[src/bxe_pkg.sv]
package bxe_pkg;
    localparam int DATA_W = 8;
    localparam int PC_W = 15;
    localparam int BRANCH_W = 11;
    localparam int FADDR_W = 7;
    localparam int LATCH_W = 7;
    // Latch bits [6:3] feed counter bits [14:11].
    localparam int LATCH_HI = 6;
    localparam int LATCH_LO = 3;
    localparam logic [PC_W-1:0] PC_RESET = 15'h0000;
    localparam logic [DATA_W-1:0] DATA_RESET = 8'h00;
    localparam logic [PC_W-1:0] PC_STEP = 15'h0001;
    localparam logic [DATA_W-1:0] DATA_ONE = 8'h01;
    localparam logic [DATA_W-1:0] DATA_ZERO = 8'h00;
    localparam logic DEST_ACC = 1'b0;

    typedef enum logic [2:0]
    {
        BXE_OP_NONE,
        BXE_OP_BRANCH,
        BXE_OP_INC,
        BXE_OP_INC_SKIP,
        BXE_OP_OR_LIT,
        BXE_OP_OR_REG,
        BXE_OP_SHL,
        BXE_OP_SHR
    } bxe_op_t;
endpackage : bxe_pkg

[src/bxe_alu_if.sv]
interface bxe_alu_if;
    import bxe_pkg::*;
    bxe_op_t op;
    logic [DATA_W-1:0] acc;
    logic [DATA_W-1:0] file_value;
    logic [DATA_W-1:0] literal;
    logic [DATA_W-1:0] result;
    logic shift_out;
    logic is_zero;

    modport core (output op, output acc, output file_value, output literal,
        input result, input shift_out, input is_zero);
    modport alu (input op, input acc, input file_value, input literal,
        output result, output shift_out, output is_zero);
endinterface : bxe_alu_if

[src/bxe_alu.sv]
module bxe_alu
(
    bxe_alu_if.alu alu
);
    import bxe_pkg::*;

    always_comb
    begin
        alu.shift_out = 1'b0;
        case (alu.op)
            BXE_OP_INC, BXE_OP_INC_SKIP:
                alu.result = alu.file_value + DATA_ONE;
            BXE_OP_OR_LIT:
                alu.result = alu.acc | alu.literal;
            BXE_OP_OR_REG:
                alu.result = alu.acc | alu.file_value;
            BXE_OP_SHL:
            begin
                alu.shift_out = alu.file_value[DATA_W-1];
                alu.result = {alu.file_value[DATA_W-2:0], 1'b0};
            end
            BXE_OP_SHR:
            begin
                alu.shift_out = alu.file_value[0];
                alu.result = {1'b0, alu.file_value[DATA_W-1:1]};
            end
            default:
                alu.result = DATA_ZERO;
        endcase
        alu.is_zero = (alu.result == DATA_ZERO);
    end
endmodule : bxe_alu

[src/bxe_exec.sv]
// What this block does
// - Branch loads 11-bit immediate into counter [10:0]; flags unchanged.
// - Branch fills counter [14:11] from high latch bits [6:3].
// - Branch takes two instruction cycles, second flushes the pipeline.
// - Destination bit 0 writes accumulator, 1 writes file register; OR literal always writes accumulator.
// - Increment adds one to the file register and updates zero.
// - Increment-skip with zero result replaces next instruction by a nop.
// - Increment-skip with nonzero result continues and changes no flag.
// - OR literal ORs accumulator with 8-bit immediate, updates zero.
// - OR register ORs accumulator with file, routes result, updates zero.
// - Left shift moves bit 7 to shift-out, zero into bit 0.
// - Right shift moves bit 0 to shift-out, zero into bit 7.
module bxe_exec
(
    input wire logic core_clk,
    input wire logic reset,
    input wire logic instr_valid,
    input wire bxe_pkg::bxe_op_t instr_op,
    input wire logic [bxe_pkg::BRANCH_W-1:0] instr_imm,
    input wire logic [bxe_pkg::FADDR_W-1:0] instr_faddr,
    input wire logic instr_dest,
    input wire logic [bxe_pkg::LATCH_W-1:0] program_counter_high_latch,
    input wire logic [bxe_pkg::DATA_W-1:0] file_rdata,
    output logic [bxe_pkg::PC_W-1:0] pc,
    output logic [bxe_pkg::DATA_W-1:0] acc,
    output logic zero_flag,
    output logic shift_out_flag,
    output logic file_we,
    output logic [bxe_pkg::FADDR_W-1:0] file_waddr,
    output logic [bxe_pkg::DATA_W-1:0] file_wdata,
    output logic flush,
    output logic busy
);
    import bxe_pkg::*;

    typedef enum logic
    {
        BXE_RUN,
        BXE_STALL
    } bxe_state_t;

    typedef struct packed
    {
        bxe_state_t state;
        logic [PC_W-1:0] pc;
        logic [DATA_W-1:0] acc;
        logic zero_flag;
        logic shift_out_flag;
        logic file_we;
        logic [FADDR_W-1:0] file_waddr;
        logic [DATA_W-1:0] file_wdata;
        logic flush;
        logic busy;
    } bxe_regs_t;

    bxe_regs_t r;
    bxe_regs_t next_r;
    bxe_alu_if alu_bus ();

    bxe_alu u_alu
    (
        .alu(alu_bus)
    );

    // Writes result to the accumulator or the file register per dest.
    function automatic bxe_regs_t route_result(input bxe_regs_t s,
        input logic dest, input logic [FADDR_W-1:0] addr,
        input logic [DATA_W-1:0] value);
        bxe_regs_t o;
        o = s;
        if (dest == DEST_ACC)
        begin
            o.acc = value;
        end
        else
        begin
            o.file_we = 1'b1;
            o.file_waddr = addr;
            o.file_wdata = value;
        end
        return o;
    endfunction : route_result

    // Next counter value; a taken skip steps over the dropped successor.
    function automatic logic [PC_W-1:0] step_pc(input logic [PC_W-1:0] p,
        input logic skip);
        logic [PC_W-1:0] n;
        n = p + PC_STEP;
        if (skip)
        begin
            n = n + PC_STEP;
        end
        return n;
    endfunction : step_pc

    // The latch supplies the page bits above the 11-bit immediate.
    function automatic logic [PC_W-1:0] branch_target(
        input logic [LATCH_W-1:0] latch, input logic [BRANCH_W-1:0] imm);
        return {latch[LATCH_HI:LATCH_LO], imm};
    endfunction : branch_target

    assign alu_bus.op = instr_op;
    assign alu_bus.acc = r.acc;
    assign alu_bus.file_value = file_rdata;
    assign alu_bus.literal = instr_imm[DATA_W-1:0];

    always_comb
    begin
        next_r = r;
        next_r.file_we = 1'b0;
        next_r.flush = 1'b0;
        case (r.state)
            BXE_RUN:
            begin
                if (instr_valid)
                begin
                    case (instr_op)
                        BXE_OP_NONE:
                        begin
                            // An empty slot leaves the counter where it is.
                            next_r.pc = r.pc;
                        end
                        BXE_OP_BRANCH:
                        begin
                            // Flags are left alone on purpose.
                            next_r.pc = branch_target(
                                program_counter_high_latch, instr_imm);
                            next_r.flush = 1'b1;
                            next_r.state = BXE_STALL;
                        end
                        BXE_OP_INC_SKIP:
                        begin
                            next_r = route_result(next_r, instr_dest,
                                instr_faddr, alu_bus.result);
                            next_r.pc = step_pc(r.pc,
                                alu_bus.is_zero);
                            if (alu_bus.is_zero)
                            begin
                                // The fetched successor is dropped as a nop.
                                next_r.flush = 1'b1;
                                next_r.state = BXE_STALL;
                            end
                            next_r.zero_flag = r.zero_flag;
                            next_r.shift_out_flag = r.shift_out_flag;
                        end
                        BXE_OP_INC:
                        begin
                            next_r = route_result(next_r, instr_dest,
                                instr_faddr, alu_bus.result);
                            next_r.zero_flag = alu_bus.is_zero;
                            next_r.pc = step_pc(r.pc, 1'b0);
                        end
                        BXE_OP_OR_REG:
                        begin
                            next_r = route_result(next_r, instr_dest,
                                instr_faddr, alu_bus.result);
                            next_r.zero_flag = alu_bus.is_zero;
                            next_r.pc = step_pc(r.pc, 1'b0);
                        end
                        BXE_OP_OR_LIT:
                        begin
                            // The destination bit is ignored here.
                            next_r.acc = alu_bus.result;
                            next_r.zero_flag = alu_bus.is_zero;
                            next_r.pc = step_pc(r.pc, 1'b0);
                        end
                        BXE_OP_SHL:
                        begin
                            next_r = route_result(next_r, instr_dest,
                                instr_faddr, alu_bus.result);
                            next_r.shift_out_flag =
                                alu_bus.shift_out;
                            next_r.zero_flag = alu_bus.is_zero;
                            next_r.pc = step_pc(r.pc, 1'b0);
                        end
                        BXE_OP_SHR:
                        begin
                            next_r = route_result(next_r, instr_dest,
                                instr_faddr, alu_bus.result);
                            next_r.shift_out_flag =
                                alu_bus.shift_out;
                            next_r.zero_flag = alu_bus.is_zero;
                            next_r.pc = step_pc(r.pc, 1'b0);
                        end
                        default:
                            next_r.pc = r.pc;
                    endcase
                end
            end
            BXE_STALL:
                // Second cycle: instruction input is ignored here.
                next_r.state = BXE_RUN;
            default:
                next_r.state = BXE_RUN;
        endcase
        // Busy is kept in a flop so the output carries no decode glitch.
        next_r.busy = (next_r.state == BXE_STALL);
    end

    always_ff @(posedge core_clk or posedge reset)
    begin
        if (reset)
        begin
            r.state <= BXE_RUN;
            r.pc <= PC_RESET;
            r.acc <= DATA_RESET;
            r.zero_flag <= 1'b0;
            r.shift_out_flag <= 1'b0;
            r.file_we <= 1'b0;
            r.file_waddr <= '0;
            r.file_wdata <= DATA_RESET;
            r.flush <= 1'b0;
            r.busy <= 1'b0;
        end
        else
        begin
            r <= next_r;
        end
    end

    assign pc = r.pc;
    assign acc = r.acc;
    assign zero_flag = r.zero_flag;
    assign shift_out_flag = r.shift_out_flag;
    assign file_we = r.file_we;
    assign file_waddr = r.file_waddr;
    assign file_wdata = r.file_wdata;
    assign flush = r.flush;
    assign busy = r.busy;
endmodule : bxe_exec

[config.mk]
export PLATFORM = sky130hd
export DESIGN_NAME = bxe_exec
export DESIGN_NICKNAME = d
export VERILOG_FILES = /design/src/bxe_pkg.sv /design/src/bxe_alu_if.sv /design/src/bxe_alu.sv /design/src/bxe_exec.sv
export SDC_FILE = /design/constraint.sdc
export NUM_CORES = 1
export LEC_CHECK = 0
export ABC_AREA = 1
export CAP_MARGIN = 0
export CORE_MARGIN = 2
export CORE_UTILIZATION = 30
export CTS_CLUSTER_SIZE = 16
export DETAILED_ROUTE_END_ITERATION = 10
export DONT_BUFFER_PORTS = 1
export PLACE_DENSITY_LB_ADDON = 0.3
export SLEW_MARGIN = 5
export SYNTH_ARGS = -nofsm -noshare
export SYNTH_HDL_FRONTEND = slang
export SYNTH_SLANG_ARGS = --single-unit
export TNS_END_PERCENT = 50
[constraint.sdc]
create_clock -name core_clk -period 2.7 [get_ports core_clk]
set_clock_uncertainty 0.2 [all_clocks]
set_input_delay 0 -clock core_clk [delete_from_list [all_inputs] [get_ports core_clk]]
set_output_delay 0 -clock core_clk [all_outputs]
set_load 0.02 [all_outputs]
==> results.yml <==
run_status:
  outcome: "finished clean"
global_route:
  grt_pass1_vias: 3673
  gr-usage-met2: 0.328
  grtUsageMet3: 0.0429
  grt_pass1_wl_um: 17700
  gr-usage-all-layers: 0.187
  grt_use_met1: 0.230
  antenna_found_initial: 0
  grt-busiest-layer: "met2"
  grt_max_degree: 27
  grt-ovfl-total: 0
floorplanning:
  row_count: 38
  dieArea_sq_um: 12100
  die_h_um: 110
  boundaryPins: 83
  die_w_um: 110
  start_util: 0.309
  coreArea_sq_um: 10900
setup_path:
  path_cells: "dlygate4sd3_1 -> ha_2 -> nand3_1 -> xor2_1 -> nand2_1 -> nand3_1 -> inv_1 -> nand2_1 -> nor2_2 -> nand2_4 -> a21oi_1 -> dlygate4sd3_1"
  r2r-start: "pc[0]"
  cp_slowest_cell: "dlygate4sd3_1"
  slowest_delay_ns: 0.62
  cp_max_fo: 9
  cp.required_ns: 2.72
  rr_worst_depth: 14
  reg2reg_slack_ns: 0.26
  crit_buf_inv: 3
  end_kind: "flop"
  path_delay_family: "buffers and inverters"
  reg2reg_to: "pc[12]"
  cp-start-kind: "primary input"
  arrival_ns: 2.53
  crit_type: "primary input to flop"
timing:
  rsz0062_at_grt: "true"
  period_share: 0.930
  whs_ns: 0.0100
  maxSlewViolCount: 0
  max_slew_margin: 0.302
  timing.fmax_ghz: 0.398
  min_period_ns: 2.51
  tns_ns: 0
  setup_viol: 0
  tightest_slew_ns: 1.04
  hold_viol_final: 0
power:
  power.switching_mw: 1.14
  ir_drop_v: 0.000301
  seqPwrFrac: 0.384
  comb_power_share: 0.353
  clock_power_share: 0.263
  power.leakage_nw: 2.17
  swShare: 0.423
  p_int_mw: 1.56
  pwr_density_cell_nw_per_um2: 629
synth:
  yosys.area_share.adder: 0.0148
  postSynthAreaPerCell_sq_um: 6.26
  ys_async_sr_fraction: 1.00
  ys.flop_type: "dfrtp_1"
  ys_top_cells_by_area: "dfrtp_1 31%, nand2_1 20%, nand3_1 8.9%"
  syn_inst: 540
  synth.top_cells.by_count: "181 x nand2_1, 72 x inv_1, 60 x nand3_1, 54 x nor2_1, 42 x dfrtp_1"
  yosysSeqAreaShare: 0.311
  synth_top_family_by_area: "simple AND/OR/NAND/NOR gates"
  synth_edf_count: 0
  synth_top_area_frac: 0.311
  yosysTopAreaCell: "dfrtp_1"
  synthMuxAreaShare: 0.00667
  synth.distinct_cells: 38
  synth-xor-area-share: 0.0207
  ys_warn_count: 0
  synth-seq-cells: 42
  synth-compound-area-share: 0.110
  syn_area_sq_um: 3380
  syn_nets: 584
  yosysMostFrequentCell: "nand2_1"
  synth-simple-area-share: 0.423
clocking:
  cts_tree: "done"
  cts_buffers: 5
  cts_sinks: 42
  cts_root_buf: "clkbuf_16"
  ctsLongestPathBuffers: 2
  cts_max_level: 2
  clk_pin_slew_ns: 0.07
  clk_latency_ns: 0.28
hold_path:
  hold_class: "primary input to flop"
  hold_end: "pc[0]"
  whs_path_depth: 6
  min_from: "instr_op[0]"
routing:
  vias: 3701
  remaining_drc_errors: 0
  initialDrtViolationCount: 209
  wl_um: 11000
  detail_route.vias_per_cell: 5.02
  first_pass_iters: 5
  wl_per_cell_um: 14.9
  drtAntennaViolNets: 0
cells_and_area:
  drive_gt1_frac: 0.107
  fillers: 1162
  diodes: 0
  area_growth_pct: 27.0
  layout.nets: 640
place:
  gp_congestion: 0.903
  io_buffers: 0
  dp_hpwl_um: 8080
job:
  cap_violations: 0
[logic make-up after synthesis]
kind of cell	Yosys count
muxes	2
xor gates and xnor gates	8
DFF	42
buffers and inverters	96
AOI/OAI and AO/OA	59
and+or+nand+nor	329
adders and majority gates	4
[final cells by class]
cell class              instances  area, sq um  share of cell area
clock buffers                   5          125              0.0292
clock inverters                 3         45.0              0.0105
well taps                     140          175              0.0408
inverters                      78          295              0.0688
multi-input cells             402         1970               0.460
flip-flops and latches         42         1050               0.245
repair buffers                 67          626               0.146
[state kept, by name, indices dropped and copies added, names as in the netlist]
name and count:
shift_out_flag 1, busy 1, acc 8, file_wdata 8, zero_flag 1, file_waddr 7, file_we 1, pc 15
[worst register-to-register path, cell delays in order (launching register included)]
cell     delay, ns
dfrtp_2       0.46
ha_1          0.22
nand2_1       0.10
inv_1         0.05
nor2_1        0.17
nand2_1       0.08
nor2_1        0.17
nand2_1       0.07
nor2_1        0.14
nand2_1       0.10
nor3b_1       0.28
nand2_1       0.09
nand2_1       0.07
nand3_2       0.06
a21oi_2       0.11
[cell usage in the layout (no fill, tap or decap), types with 2 or more instances in the layout]
cell type,instances
nand2_1,180
inv_1,71
nand3_1,60
nor2_1,51
dlygate4sd3_1,47
dfrtp_1,41
o21ai_0,19
buf_4,19
a21oi_1,12
nand4_1,10
o211ai_1,8
xor2_1,7
nor2_2,6
nand2_2,5
inv_2,5
a22oi_1,5
o21ai_1,5
clkbuf_16,5
nand3_2,4
nor3_1,3
ha_1,3
nor2_4,2
or2_2,2
nand3b_1,2
mux2_2,2
o221ai_1,2
clkinvlp_4,2
[power by group through the flow]
stage / Sequential [mW] / Combinational, mW / Clock (mW)
3_3_place_gp: 1.05 / 0.832 / 0
3_5_place_dp: 1.05 / 0.843 / 0
4_1_cts: 1.04 / 0.939 / 0.730
6_report: 1.04 / 0.954 / 0.710
2_1_floorplan: 1.02 / 0.625 / 0
5_1_grt: 1.06 / 1.08 / 0.748
[routing by layer]
layer	share of wire	routed length [um]
met1	0.42	4620
met2	0.50	5470
met3	0.069	759
met4	0.013	146
met5	0	0
[timing repair]
action | 4_1_cts | 5_1_grt
endpoints found under the hold margin | 65 | 0
setup buffers | 0 | 0
setup endpoints to repair | 0 | 5
hold buffers | 48 | 0
resized for setup | 0 | 11
[how the worst max path moves through the flow]
stage	endpoint	startpoint	slack, ns	cells past startpoint
2_1_floorplan	pc[12]	pc[1]	0.31	14
3_3_place_gp	pc[12]	pc[0]	0.24	14
3_5_place_dp	pc[12]	pc[0]	0.20	14
5_1_grt	pc[12]	pc[0]	-0.01	14
6_report	busy	file_rdata[1]	0.19	12
4_1_cts	busy	file_rdata[1]	0.03	12
[stage by stage]
| step | total power [mW] | utilization | cell area (sq um) | instances | worst slack [ns] |
|---|---|---|---|---|---|
| final | 2.70 | 0.392 | 4290 | 737 | 0.190 |
| after global routing | 2.89 | 0.392 | 4290 | 737 | -0.0140 |
| after CTS | 2.71 | 0.390 | 4260 | 737 | 0.0289 |
| after detailed placement | 1.89 | 0.330 | 3610 | 681 | 0.200 |
| after global placement | 1.88 | 0.330 | 3610 | 681 | 0.240 |
| after floorplan | 1.64 | - | 3380 | 540 | 0.306 |
No activity file was read; power rests on OpenSTA's default activity.
